<file path="src/shared/cpu_regs_pkg.sv">
// Package for the core register set: widths, selector codes, bus map, carriers.
// Assumes a single core clock domain and an APB register port with 32-bit data.
package cpu_regs_pkg;

  // ==========================================================================
  // Widths
  localparam int WORD_W  = 16;
  localparam int BYTE_W  = 8;
  localparam int LONG_W  = 32;
  localparam int WIDE_W  = 20;
  localparam int PADDR_W = 12;
  localparam int INTNUM_W = 6;

  // Highest software interrupt number that forces the interrupt stack
  localparam logic [INTNUM_W-1:0] SOFT_INT_LAST = 6'h1f;

  // ==========================================================================
  // APB byte offsets
  localparam logic [PADDR_W-1:0] OFS_DATA_WORD_0   = 12'h000;
  localparam logic [PADDR_W-1:0] OFS_DATA_WORD_1   = 12'h004;
  localparam logic [PADDR_W-1:0] OFS_DATA_WORD_2   = 12'h008;
  localparam logic [PADDR_W-1:0] OFS_DATA_WORD_3   = 12'h00c;
  localparam logic [PADDR_W-1:0] OFS_POINTER_LO    = 12'h010;
  localparam logic [PADDR_W-1:0] OFS_POINTER_HI    = 12'h014;
  localparam logic [PADDR_W-1:0] OFS_FRAME_BASE    = 12'h018;
  localparam logic [PADDR_W-1:0] OFS_VECTOR_BASE   = 12'h01c;
  localparam logic [PADDR_W-1:0] OFS_FETCH_POINTER = 12'h020;
  localparam logic [PADDR_W-1:0] OFS_USER_STACK    = 12'h024;
  localparam logic [PADDR_W-1:0] OFS_INT_STACK     = 12'h028;
  localparam logic [PADDR_W-1:0] OFS_CPU_FLAG_WORD = 12'h02c;

  // Reset values
  localparam logic [WORD_W-1:0] RST_WORD = 16'h0000;
  localparam logic [WIDE_W-1:0] RST_WIDE = 20'h00000;
  localparam logic [LONG_W-1:0] RST_LONG = 32'h00000000;

  // Bit position of the stack-select flag in the flag word
  localparam int FLAG_STACK_SEL_BIT = 0;

  // ==========================================================================
  // Operand selectors used by the execution datapath
  typedef enum logic [3:0] {
    SEL_DATA_WORD_0,
    SEL_DATA_WORD_1,
    SEL_DATA_WORD_2,
    SEL_DATA_WORD_3,
    SEL_WORD0_HIGH_BYTE,
    SEL_WORD0_LOW_BYTE,
    SEL_WORD1_HIGH_BYTE,
    SEL_WORD1_LOW_BYTE,
    SEL_LONG_PAIR_FIRST,
    SEL_LONG_PAIR_SECOND,
    SEL_POINTER_LO,
    SEL_POINTER_HI,
    SEL_POINTER_PAIR,
    SEL_FRAME_BASE,
    SEL_ACTIVE_STACK_PTR
  } reg_sel_t;

  // Datapath write request
  typedef struct packed {
    logic              en;
    reg_sel_t          sel;
    logic [LONG_W-1:0] data;
  } wr_req_t;

  // Whole register-set state
  typedef struct packed {
    logic [WORD_W-1:0] data_word_0;
    logic [WORD_W-1:0] data_word_1;
    logic [WORD_W-1:0] data_word_2;
    logic [WORD_W-1:0] data_word_3;
    logic [WORD_W-1:0] pointer_lo;
    logic [WORD_W-1:0] pointer_hi;
    logic [WORD_W-1:0] frame_base;
    logic [WIDE_W-1:0] vector_table_base;
    logic [WIDE_W-1:0] next_fetch_pointer;
    logic [WORD_W-1:0] user_stack_ptr;
    logic [WORD_W-1:0] interrupt_stack_ptr;
    logic              stack_sel;
    logic [LONG_W-1:0] rd_a;
    logic [LONG_W-1:0] rd_b;
    logic [LONG_W-1:0] prdata;
    logic              pslverr;
  } regs_state_t;

endpackage

</file>
<file path="src/core/cpu_core_register_set.sv">
// Programmer-visible register set of a 16-bit core, with datapath and APB ports.
// Assumes the execution datapath and APB master run on pclk; no pin inputs.
`timescale 1ns/1ps

module cpu_core_register_set
  import cpu_regs_pkg::*;
(
  input  wire logic                pclk,               // Core clock, 250 MHz
  input  wire logic                presetn,            // Async reset, active low
  input  wire logic                ce,                 // Clock enable, freezes all state
  // APB slave
  input  wire logic                psel,               // Slave select
  input  wire logic                penable,            // Access phase
  input  wire logic                pwrite,             // Write direction
  input  wire logic [PADDR_W-1:0]  paddr,              // Byte address
  input  wire logic [LONG_W-1:0]   pwdata,             // Write data
  output logic                     pready,             // Transfer done
  output logic [LONG_W-1:0]        prdata,             // Read data
  output logic                     pslverr,            // Unmapped address
  // Datapath operand reads
  input  wire reg_sel_t            rd_a_sel,           // Operand A selector
  input  wire reg_sel_t            rd_b_sel,           // Operand B selector
  output logic [LONG_W-1:0]        rd_a_data,          // Operand A, next cycle
  output logic [LONG_W-1:0]        rd_b_data,          // Operand B, next cycle
  // Datapath writes
  input  wire wr_req_t             wr_req,             // Operand write request
  input  wire logic                fetch_ptr_load,     // Load next fetch pointer
  input  wire logic [WIDE_W-1:0]   fetch_ptr_value,    // New fetch pointer
  input  wire logic                flag_we,            // Write stack-select flag
  input  wire logic                flag_value,         // New stack-select flag
  input  wire logic                hw_int_ack,         // Hardware interrupt taken
  input  wire logic                soft_int_exec,      // Software interrupt executed
  input  wire logic [INTNUM_W-1:0] soft_int_num,       // Software interrupt number
  // Address views
  output logic [WORD_W-1:0]        pointer_lo,         // Pointer register low
  output logic [WORD_W-1:0]        pointer_hi,         // Pointer register high
  output logic [WORD_W-1:0]        frame_base,         // Frame base
  output logic [WIDE_W-1:0]        vector_table_base,  // Vector table start
  output logic [WIDE_W-1:0]        next_fetch_pointer, // Next instruction address
  output logic [WORD_W-1:0]        active_stack_ptr,   // Selected stack pointer
  output logic                     stack_sel           // Stack-select flag
);

  // ==========================================================================
  // Operand and APB read decode

  // Gather one operand, bytes and words zero-extended
  function automatic logic [LONG_W-1:0] operand_read(regs_state_t s, reg_sel_t sel);
    logic [LONG_W-1:0] v;
    v = RST_LONG;
    case (sel)
      SEL_DATA_WORD_0:      v = {16'h0000, s.data_word_0};
      SEL_DATA_WORD_1:      v = {16'h0000, s.data_word_1};
      SEL_DATA_WORD_2:      v = {16'h0000, s.data_word_2};
      SEL_DATA_WORD_3:      v = {16'h0000, s.data_word_3};
      SEL_WORD0_HIGH_BYTE:  v = {24'h000000, s.data_word_0[WORD_W-1:BYTE_W]};
      SEL_WORD0_LOW_BYTE:   v = {24'h000000, s.data_word_0[BYTE_W-1:0]};
      SEL_WORD1_HIGH_BYTE:  v = {24'h000000, s.data_word_1[WORD_W-1:BYTE_W]};
      SEL_WORD1_LOW_BYTE:   v = {24'h000000, s.data_word_1[BYTE_W-1:0]};
      SEL_LONG_PAIR_FIRST:  v = {s.data_word_2, s.data_word_0};
      SEL_LONG_PAIR_SECOND: v = {s.data_word_3, s.data_word_1};
      SEL_POINTER_LO:       v = {16'h0000, s.pointer_lo};
      SEL_POINTER_HI:       v = {16'h0000, s.pointer_hi};
      SEL_POINTER_PAIR:     v = {s.pointer_hi, s.pointer_lo};
      SEL_FRAME_BASE:       v = {16'h0000, s.frame_base};
      SEL_ACTIVE_STACK_PTR: v = {16'h0000, stack_view(s)};
      default:              v = RST_LONG;
    endcase
    return v;
  endfunction

  // Active stack pointer chosen by the flag
  function automatic logic [WORD_W-1:0] stack_view(regs_state_t s);
    return s.stack_sel ? s.user_stack_ptr : s.interrupt_stack_ptr;
  endfunction

  // APB read mux, zero above the register width
  function automatic logic [LONG_W-1:0] apb_read(regs_state_t s, logic [PADDR_W-1:0] a);
    logic [LONG_W-1:0] v;
    v = RST_LONG;
    case (a)
      OFS_DATA_WORD_0:   v = {16'h0000, s.data_word_0};
      OFS_DATA_WORD_1:   v = {16'h0000, s.data_word_1};
      OFS_DATA_WORD_2:   v = {16'h0000, s.data_word_2};
      OFS_DATA_WORD_3:   v = {16'h0000, s.data_word_3};
      OFS_POINTER_LO:    v = {16'h0000, s.pointer_lo};
      OFS_POINTER_HI:    v = {16'h0000, s.pointer_hi};
      OFS_FRAME_BASE:    v = {16'h0000, s.frame_base};
      OFS_VECTOR_BASE:   v = {12'h000, s.vector_table_base};
      OFS_FETCH_POINTER: v = {12'h000, s.next_fetch_pointer};
      OFS_USER_STACK:    v = {16'h0000, s.user_stack_ptr};
      OFS_INT_STACK:     v = {16'h0000, s.interrupt_stack_ptr};
      OFS_CPU_FLAG_WORD: v = {31'h0, s.stack_sel};
      default:           v = RST_LONG;
    endcase
    return v;
  endfunction

  // Address decode hit
  function automatic logic apb_hit(logic [PADDR_W-1:0] a);
    return (a[1:0] == 2'h0) && (a <= OFS_CPU_FLAG_WORD);
  endfunction

  // ==========================================================================
  // State

  regs_state_t st;
  regs_state_t next_st;
  logic        apb_setup;
  logic        apb_access;
  logic        soft_clears;

  // Bus phase decode
  assign apb_setup   = ce && psel && !penable;
  assign apb_access  = ce && psel && penable;
  assign soft_clears = soft_int_exec && (soft_int_num <= SOFT_INT_LAST);

  // Next-state logic: APB first, datapath overrides
  always_comb
  begin
    next_st = st;
    if (ce)
    begin
      // Latch read answer during the setup cycle
      if (apb_setup)
      begin
        next_st.prdata  = apb_read(st, paddr);
        next_st.pslverr = !apb_hit(paddr);
      end
      if (apb_access && pwrite)
      begin
        case (paddr)
          OFS_DATA_WORD_0:   next_st.data_word_0 = pwdata[WORD_W-1:0];
          OFS_DATA_WORD_1:   next_st.data_word_1 = pwdata[WORD_W-1:0];
          OFS_DATA_WORD_2:   next_st.data_word_2 = pwdata[WORD_W-1:0];
          OFS_DATA_WORD_3:   next_st.data_word_3 = pwdata[WORD_W-1:0];
          OFS_POINTER_LO:    next_st.pointer_lo = pwdata[WORD_W-1:0];
          OFS_POINTER_HI:    next_st.pointer_hi = pwdata[WORD_W-1:0];
          OFS_FRAME_BASE:    next_st.frame_base = pwdata[WORD_W-1:0];
          OFS_VECTOR_BASE:   next_st.vector_table_base = pwdata[WIDE_W-1:0];
          OFS_FETCH_POINTER: next_st.next_fetch_pointer = pwdata[WIDE_W-1:0];
          OFS_USER_STACK:    next_st.user_stack_ptr = pwdata[WORD_W-1:0];
          OFS_INT_STACK:     next_st.interrupt_stack_ptr = pwdata[WORD_W-1:0];
          OFS_CPU_FLAG_WORD: next_st.stack_sel = pwdata[FLAG_STACK_SEL_BIT];
          default:           next_st.stack_sel = st.stack_sel;
        endcase
      end
      if (wr_req.en)
      begin
        case (wr_req.sel)
          SEL_DATA_WORD_0:      next_st.data_word_0 = wr_req.data[WORD_W-1:0];
          SEL_DATA_WORD_1:      next_st.data_word_1 = wr_req.data[WORD_W-1:0];
          SEL_DATA_WORD_2:      next_st.data_word_2 = wr_req.data[WORD_W-1:0];
          SEL_DATA_WORD_3:      next_st.data_word_3 = wr_req.data[WORD_W-1:0];
          SEL_WORD0_HIGH_BYTE:  next_st.data_word_0[WORD_W-1:BYTE_W] = wr_req.data[BYTE_W-1:0];
          SEL_WORD0_LOW_BYTE:   next_st.data_word_0[BYTE_W-1:0] = wr_req.data[BYTE_W-1:0];
          SEL_WORD1_HIGH_BYTE:  next_st.data_word_1[WORD_W-1:BYTE_W] = wr_req.data[BYTE_W-1:0];
          SEL_WORD1_LOW_BYTE:   next_st.data_word_1[BYTE_W-1:0] = wr_req.data[BYTE_W-1:0];
          // First long pair, upper half to word 2
          SEL_LONG_PAIR_FIRST:
          begin
            next_st.data_word_2 = wr_req.data[LONG_W-1:WORD_W];
            next_st.data_word_0 = wr_req.data[WORD_W-1:0];
          end
          // Second long pair, upper half to word 3
          SEL_LONG_PAIR_SECOND:
          begin
            next_st.data_word_3 = wr_req.data[LONG_W-1:WORD_W];
            next_st.data_word_1 = wr_req.data[WORD_W-1:0];
          end
          SEL_POINTER_LO:       next_st.pointer_lo = wr_req.data[WORD_W-1:0];
          SEL_POINTER_HI:       next_st.pointer_hi = wr_req.data[WORD_W-1:0];
          // Pointer pair, upper half to pointer high
          SEL_POINTER_PAIR:
          begin
            next_st.pointer_hi = wr_req.data[LONG_W-1:WORD_W];
            next_st.pointer_lo = wr_req.data[WORD_W-1:0];
          end
          SEL_FRAME_BASE:       next_st.frame_base = wr_req.data[WORD_W-1:0];
          // Write lands in the selected stack
          SEL_ACTIVE_STACK_PTR:
          begin
            if (st.stack_sel)
              next_st.user_stack_ptr = wr_req.data[WORD_W-1:0];
            else
              next_st.interrupt_stack_ptr = wr_req.data[WORD_W-1:0];
          end
          default:              next_st.frame_base = st.frame_base;
        endcase
      end
      if (fetch_ptr_load)
        next_st.next_fetch_pointer = fetch_ptr_value;
      if (flag_we)
        next_st.stack_sel = flag_value;
      // Interrupt entry forces the interrupt stack
      if (hw_int_ack || soft_clears)
        next_st.stack_sel = 1'b0;
      // Operand ports register the pre-write values
      next_st.rd_a = operand_read(st, rd_a_sel);
      next_st.rd_b = operand_read(st, rd_b_sel);
    end
  end

  // State register
  always_ff @(posedge pclk or negedge presetn)
  begin
    if (!presetn)
    begin
      st <= '{data_word_0: RST_WORD, data_word_1: RST_WORD, data_word_2: RST_WORD,
              data_word_3: RST_WORD, pointer_lo: RST_WORD, pointer_hi: RST_WORD,
              frame_base: RST_WORD, vector_table_base: RST_WIDE,
              next_fetch_pointer: RST_WIDE, user_stack_ptr: RST_WORD,
              interrupt_stack_ptr: RST_WORD, stack_sel: 1'b0, rd_a: RST_LONG,
              rd_b: RST_LONG, prdata: RST_LONG, pslverr: 1'b0};
    end
    else
    begin
      st <= next_st;
    end
  end

  // ==========================================================================
  // Outputs

  // Bus answer, zero wait states while enabled
  assign pready    = ce;
  assign prdata    = st.prdata;
  assign pslverr   = st.pslverr;
  assign rd_a_data = st.rd_a;
  assign rd_b_data = st.rd_b;

  assign pointer_lo         = st.pointer_lo;
  assign pointer_hi         = st.pointer_hi;
  assign frame_base         = st.frame_base;
  assign vector_table_base  = st.vector_table_base;
  assign next_fetch_pointer = st.next_fetch_pointer;
  assign active_stack_ptr   = stack_view(st);
  assign stack_sel          = st.stack_sel;

  // Helper view of one data word for the checks
  function automatic logic [WORD_W-1:0] data_word_peek(int idx);
    case (idx)
      0:       return st.data_word_0;
      1:       return st.data_word_1;
      2:       return st.data_word_2;
      default: return st.data_word_3;
    endcase
  endfunction
endmodule // cpu_core_register_set

</file>
<file path="config.mk">
export PLATFORM = sky130hd
export DESIGN_NAME = cpu_core_register_set
export DESIGN_NICKNAME = d
export VERILOG_FILES = /design/src/shared/cpu_regs_pkg.sv /design/src/core/cpu_core_register_set.sv
export SDC_FILE = /design/constraint.sdc
export NUM_CORES = 1
export LEC_CHECK = 0
export ABC_AREA = 1
export BUFFER_PORTS_ARGS = -buffer_cell sky130_fd_sc_hd__buf_2
export CORE_AREA = 5 5 263 265
export CTS_CLUSTER_SIZE = 25
export DETAILED_ROUTE_END_ITERATION = 7
export DIE_AREA = 0 0 268 270
export PLACE_DENSITY_LB_ADDON = 0.12
export SLEW_MARGIN = 0
export SYNTH_ARGS = -nofsm -noshare
export SYNTH_HDL_FRONTEND = slang
export SYNTH_SLANG_ARGS = --single-unit
</file>
<file path="constraint.sdc">
create_clock -name pclk -period 2.15 [get_ports pclk]
set_clock_uncertainty 0.1 [all_clocks]
set_input_delay 0.43 -clock pclk [delete_from_list [all_inputs] [get_ports pclk]]
set_output_delay 0.43 -clock pclk [all_outputs]
set_load 0.1 [all_outputs]
</file>
## Yosys cells after proc, flatten, opt, wreduce, memory -nomap -nowiden

Cells that the tools add are included.

- Magnitude comparators: 2
- Reductions and logical operators: 29
- Muxes and demuxes: 34
- Eq/ne operators: 54

Operator list:

| kind | number |
|---|---|
| case mux 32 bit (15 select lines) | 2 |
| case mux 20 bit (12 select lines) | 1 |
| two-way mux 16 bit | 13 |
| two-way mux 185 bit | 1 |
| case mux 16 bit (2 select lines) | 4 |
| two-way mux 112 bit | 1 |
| equality test 4 bit (second input constant) | 21 |
| two-way mux 32 bit | 2 |
| two-way mux 20 bit | 3 |
| equality test 12 x 5 -> 1 bit (second input constant) | 4 |
| equality test 12 x 6 -> 1 bit (second input constant) | 4 |
| equality test 4 x 3 -> 1 bit (second input constant) | 12 |
| case mux 8 bit (2 select lines) | 2 |
| equality test 12 x 4 -> 1 bit (second input constant) | 2 |
| equality test 4 x 2 -> 1 bit (second input constant) | 6 |
| two-way mux 8 bit | 2 |
| OR reduction 14 bit | 1 |
| equality test 12 x 3 -> 1 bit (second input constant) | 1 |
| equality test 4 x 1 -> 1 bit (second input constant) | 3 |
| <= comparator 12 x 6 -> 1 bit (second input constant) | 1 |
| logical NOT 12 bit | 1 |
| logical NOT 4 bit | 3 |
| AND reduction 3 bit | 3 |
| <= comparator 6 x 5 -> 1 bit (second input constant) | 1 |
| other kinds (11) | 25 |

- Input bits: 126
- Word-level logic and storage cells: 135
- Flip-flop bits (word level): 282

## Logic depth before layout (Yosys ltp)

- Word-level depth: 7
- Gate-level depth with buffers: 12
- Depth with buffers taken out: 10

## Least setup slack after synthesis

OpenSTA, ideal clock, no wires.

- Kind: register -> register
- Start: reg st, in the netlist stack_sel
- End: reg st, in the netlist rd_b_data[7]
- Path slack: -1981 ps
- Library setup time: 66 ps
- Required time: 1984 ps
- Clock period less this slack: 4131 ps
- Cell stages (with the launch flop): 10
- Arrival: 3965 ps
- Cells stage by stage: dfrtp_1 > buf_2 > inv_2 > o21ai_0 > nand2_1 > o21ai_0 > inv_1 > nand3_1 > o21ai_0 > nand2_1

- Cells in the longest elaborated chain, start to end: 2

RTL lines:

| item | line | RTL |
|---|---|---|
| start, declared | cpu_core_register_set.sv:107 | `regs_state_t st;` |
| start signal, assigned | cpu_core_register_set.sv:209 | `st <= '{data_word_0: RST_WORD, data_word_1: RST_WORD, data_word_2: RST_WORD,` |
| start signal, assigned | cpu_core_register_set.sv:218 | `st <= next_st;` |
| two-way mux 16 bit | n/a |  |
| named net active_stack_ptr[7] | cpu_core_register_set.sv:40 | `output logic [WORD_W-1:0] active_stack_ptr,` |
| case mux 32 bit (15 select lines) | cpu_core_register_set.sv:51 | `case (sel)` |

The timed path passes the listed nets, and every way through them passes these cells.
A chain may end at the register's enable or synchronous reset.

## Final worst setup path

- Start: reg st, in the netlist stack_sel
- End: out active_stack_ptr[0]

- Cells in the longest elaborated chain, start to end: 1

RTL lines:

| item | line | RTL |
|---|---|---|
| two-way mux 16 bit | cpu_core_register_set.sv:74 | `return s.stack_sel ? s.user_stack_ptr : s.interrupt_stack_ptr;` |
| end, declared | cpu_core_register_set.sv:40 |  |

No other way between the ends.

==> flow_summary.ini <==
[run_status]
outcome = complete, but fails checks
violations = negative setup slack

[floorplan]
floorplan_core_area_mm2 = 0.0666
die_width_um = 268
design.die.area_mm2 = 0.0724
top_level_ports = 329
die_h_um = 270
start_util_pct = 29.7
core.rowCount = 95

[sta]
timing.final.crit_share_pct = 110
fmaxAchievable_mhz = 421
rsz0062_at_grt = yes
timing.final.setup_violations = 16
final_critical_path_setup_slack_ns = -0.225
max-slew-margin-rel_pct = 61.3
min_period_ns = 2.38
finalMaxSlewViolations = 0
worst_slew_pin_slew_ns = 0.578
finalHoldViolations = 0
fin_setup_tns_ns = -2.45

[detailed_routing]
detail_route.vias_per_cell = 5.60
finalWirelength_um = 121000
via_count = 23400
detailedRoute.firstIterationViolations = 2988
postRouteAntennaNets = 0
routedWlPerCell_um = 28.9
route.detailed.drc = 0
first_pass_iters = 5

[power]
static-leakage-power_nw = 12.6
p_seq_share_pct = 31.4
irDropWorstVdd_v = 0.000724
power_mw = 22.8
p_clk_share_pct = 28.2
combinationalPowerShare_pct = 40.4
power.density_mw_per_mm2 = 921
p_int_mw = 11.7
p_sw_share_pct = 48.8
power.switching_mw = 11.1

[clocking]
cts_buffers = 36
cts-htree-levels = 2
clkSinkCount = 270
cts_buffer_depth = 3
clock_tree_from_tritoncts = yes
cts.root.buffer_cell = sky130_fd_sc_hd__clkbuf_16
clk_latency_ns = 0.59
clkTransAtPathRegs_ns = 0.06

[logic_synthesis]
yosysWarningCount = 0
netlist_area_mm2 = 0.0197
ys_types = 36
synth_area_per_cell_um2 = 6.56
synth_top_area_share_pct = 34.2
number_of_flops_mapped_to_enable_cells_by_yosys = 0
ys_dominant_reg_cell = sky130_fd_sc_hd__dfrtp_1
synthTopCellsByArea = sky130_fd_sc_hd__dfrtp_1 34%, sky130_fd_sc_hd__nand2_1 15%, sky130_fd_sc_hd__buf_4 7.3%, sky130_fd_sc_hd__o21ai_0 6.6%, sky130_fd_sc_hd__nand3_1 6.4%
ys_seq_elements = 270
cell_type_contributing_the_most_total_cell_area_after_synthesis = sky130_fd_sc_hd__dfrtp_1
proportion_of_register_bits_with_asynchronous_set_or_reset_after_synthesis_pct = 100
netlist_instances = 3007
seq_area_frac_synth_pct = 34.2

[worst_setup_path]
timing.critical_path.slowest_stage_cell = sky130_fd_sc_hd__dfrtp_4
crit_required_ns = 1.62
startpoint_type = flip-flop
crit_path_cell_trace = buf_8 -> o21ai_4 -> buf_12
timing.critical_path.from = stack_sel
max_stage_delay_ns = 0.56
critical_path_class = reg2out
crit_family = flip-flops
critical_path.max_fanout = 6
critical_path.n_buffers_inverters = 2
end_kind = output pin
arrival_worst_endpoint_ns = 1.85
reg2reg_from = stack_sel

[global_routing]
grt_pass1_vias = 22300
grt_util_all_layers_pct = 32.0
grt_antenna_before_repair = 3
grt_pass1_wl_um = 168000
grt_remaining_overflow = 0
grt_max_degree = 88

[final_layout]
area_of_combinational_cells_with_multiple_inputs_mm2 = 0.0102
design_area_mm2 = 0.0247
final_layout_size_suffix_gt1_share_pct = 21.3
fillerInstances = 7308
fin_nets = 3409
area.sequential_mm2 = 0.00677
syn2layout_area_growth_pct = 25.2
instances_no_fill = 4181
final_core_util_pct = 37.1

[hold_path]
timing.hold.worst.class = in2reg
startpoint_of_the_worst_hold_path = fetch_ptr_value[13]

[placement]
placed_cells = 4101
place.port_buffers = 299
placed_area_mm2 = 0.0232
gpl.final_weighted_congestion = 1.04
hpwl_um = 94900

[flow_run]
cap_viol_max_count = 0
[worst register-to-register path, stage by stage, from the launching register on]
cell,delay (ns)
sky130_fd_sc_hd__dfrtp_4,0.56
sky130_fd_sc_hd__buf_4,0.22
sky130_fd_sc_hd__nand2_1,0.12
sky130_fd_sc_hd__o21ai_4,0.09
sky130_fd_sc_hd__buf_4,0.18
sky130_fd_sc_hd__nand2_1,0.06
sky130_fd_sc_hd__o21ai_0,0.14
sky130_fd_sc_hd__nor2_1,0.14
sky130_fd_sc_hd__nand3_1,0.18
sky130_fd_sc_hd__nand2_1,0.11
sky130_fd_sc_hd__nand2_1,0.05
[Yosys cell counts, types with 20 or more instances]
| library cell | count |
|---|---|
| sky130_fd_sc_hd__nand2_1 | 814 |
| sky130_fd_sc_hd__nor2_1 | 296 |
| sky130_fd_sc_hd__dfrtp_1 | 270 |
| sky130_fd_sc_hd__o21ai_0 | 259 |
| sky130_fd_sc_hd__nand3_1 | 253 |
| sky130_fd_sc_hd__inv_1 | 213 |
| sky130_fd_sc_hd__a21oi_1 | 200 |
| sky130_fd_sc_hd__buf_4 | 193 |
| sky130_fd_sc_hd__o22ai_1 | 142 |
| sky130_fd_sc_hd__clkbuf_1 | 98 |
| sky130_fd_sc_hd__o211ai_1 | 94 |
| sky130_fd_sc_hd__buf_2 | 57 |
| sky130_fd_sc_hd__o21ai_1 | 30 |
| sky130_fd_sc_hd__o21bai_1 | 20 |
[path summary, 6_finish.rpt]
kind / endpoint / slack, ns / cells after the start
min in group asynchronous: pointer_hi[9] / 0.28 / 2
min: next_fetch_pointer[13] / 0.02 / 3
min reg2reg: rd_b_data[11] / 0.37 / 2
max in group asynchronous: rd_a_data[2] / 0.93 / 3
max: active_stack_ptr[0] / -0.23 / 3
max reg2reg: rd_b_data[15] / 0.07 / 10
[through the flow]
stage | worst slack, ns | hold WS (ns)
after floorplan | 0.0177 | 0.0344
after CTS | -0.218 | 0.00478
after detailed placement | -0.156 | 0.297
final | -0.225 | 0.0196
after global placement | -0.205 | 0.295
after global routing | -0.229 | 0.0405
[placed cells by master, fill, tap and decap left out, types with 8 or more instances in the layout]
master                        n
sky130_fd_sc_hd__o21ai_1     31
sky130_fd_sc_hd__dfrtp_2      9
sky130_fd_sc_hd__nor2_4       9
sky130_fd_sc_hd__inv_2        9
sky130_fd_sc_hd__clkinv_2     8
sky130_fd_sc_hd__nand3_1    250
sky130_fd_sc_hd__o22ai_1    142
sky130_fd_sc_hd__buf_2      247
sky130_fd_sc_hd__buf_4      266
sky130_fd_sc_hd__clkbuf_16   36
sky130_fd_sc_hd__inv_1      211
sky130_fd_sc_hd__nand2_1    811
sky130_fd_sc_hd__o21ai_0    244
sky130_fd_sc_hd__buf_12      61
sky130_fd_sc_hd__nor2_1     296
sky130_fd_sc_hd__o211ai_1    94
sky130_fd_sc_hd__conb_1      12
sky130_fd_sc_hd__o21ai_4     14
sky130_fd_sc_hd__a21oi_1    200
sky130_fd_sc_hd__dfrtp_1    260
sky130_fd_sc_hd__o21bai_1    20
[timing repair]
item                                    in CTS  in global routing
hold endpoints to repair                    38                  0
pin swaps                                   11                  5
hold buffers                                 6                  0
buffers inserted                            10                  2
resized for setup                           47                  9
endpoints found under the setup margin      48                 21
[cell type report]
cell class              count  share of cell area [%]
multi-input cells        2165                    41.4
flip-flops and latches    270                    27.4
repair buffers            583                    18.4
well taps                 873                    4.42
clock buffers              47                    4.06
inverters                 227                    3.51
clock inverters            15                   0.780
diodes                      1                  0.0101
[logic make-up (layout without fill, tap and decap cells)]
| logic type | after synthesis | in the layout | synth area share [%] |
|---|---|---|---|
| DFF | 270 | 270 | 34.2 |
| buffers and inverters | 583 | 872 | 15.2 |
| AOI/OAI and AO/OA | 756 | 756 | 21.7 |
| and+or+nand+nor | 1397 | 1397 | 28.9 |
| other | 1 | 13 | 0.0190 |
[sequential cells by signal, indices dropped and copies added (netlist names)]
| name | count |
|---|---|
| pslverr | 1 |
| vector_table_base | 20 |
| rd_b_data | 32 |
| stack_sel | 1 |
| st | 96 |
| pointer_hi | 16 |
| frame_base | 16 |
| pointer_lo | 16 |
| next_fetch_pointer | 20 |
| rd_a_data | 32 |
| prdata | 20 |
[per-layer routing]
layer	track usage (%)	part of all wire, %	vias up
li1	-	-	10400
met1	41.3	39	11300
met2	51.2	45	1381
met3	6.09	9.0	318
met4	15.9	6.5	4
met5	0	0.022	-
[power groups by stage]
stage          logic, mW  clock network, mW  registers (mW)
3_5_place_dp        8.95                  0            7.17
6_report            9.20               6.41            7.15
2_1_floorplan       6.65                  0            6.49
5_1_grt             9.55               6.68            7.19
3_3_place_gp        8.93                  0            7.16
4_1_cts             9.11               6.50            7.10
Note: power is estimated with default switching activity, not from simulation.
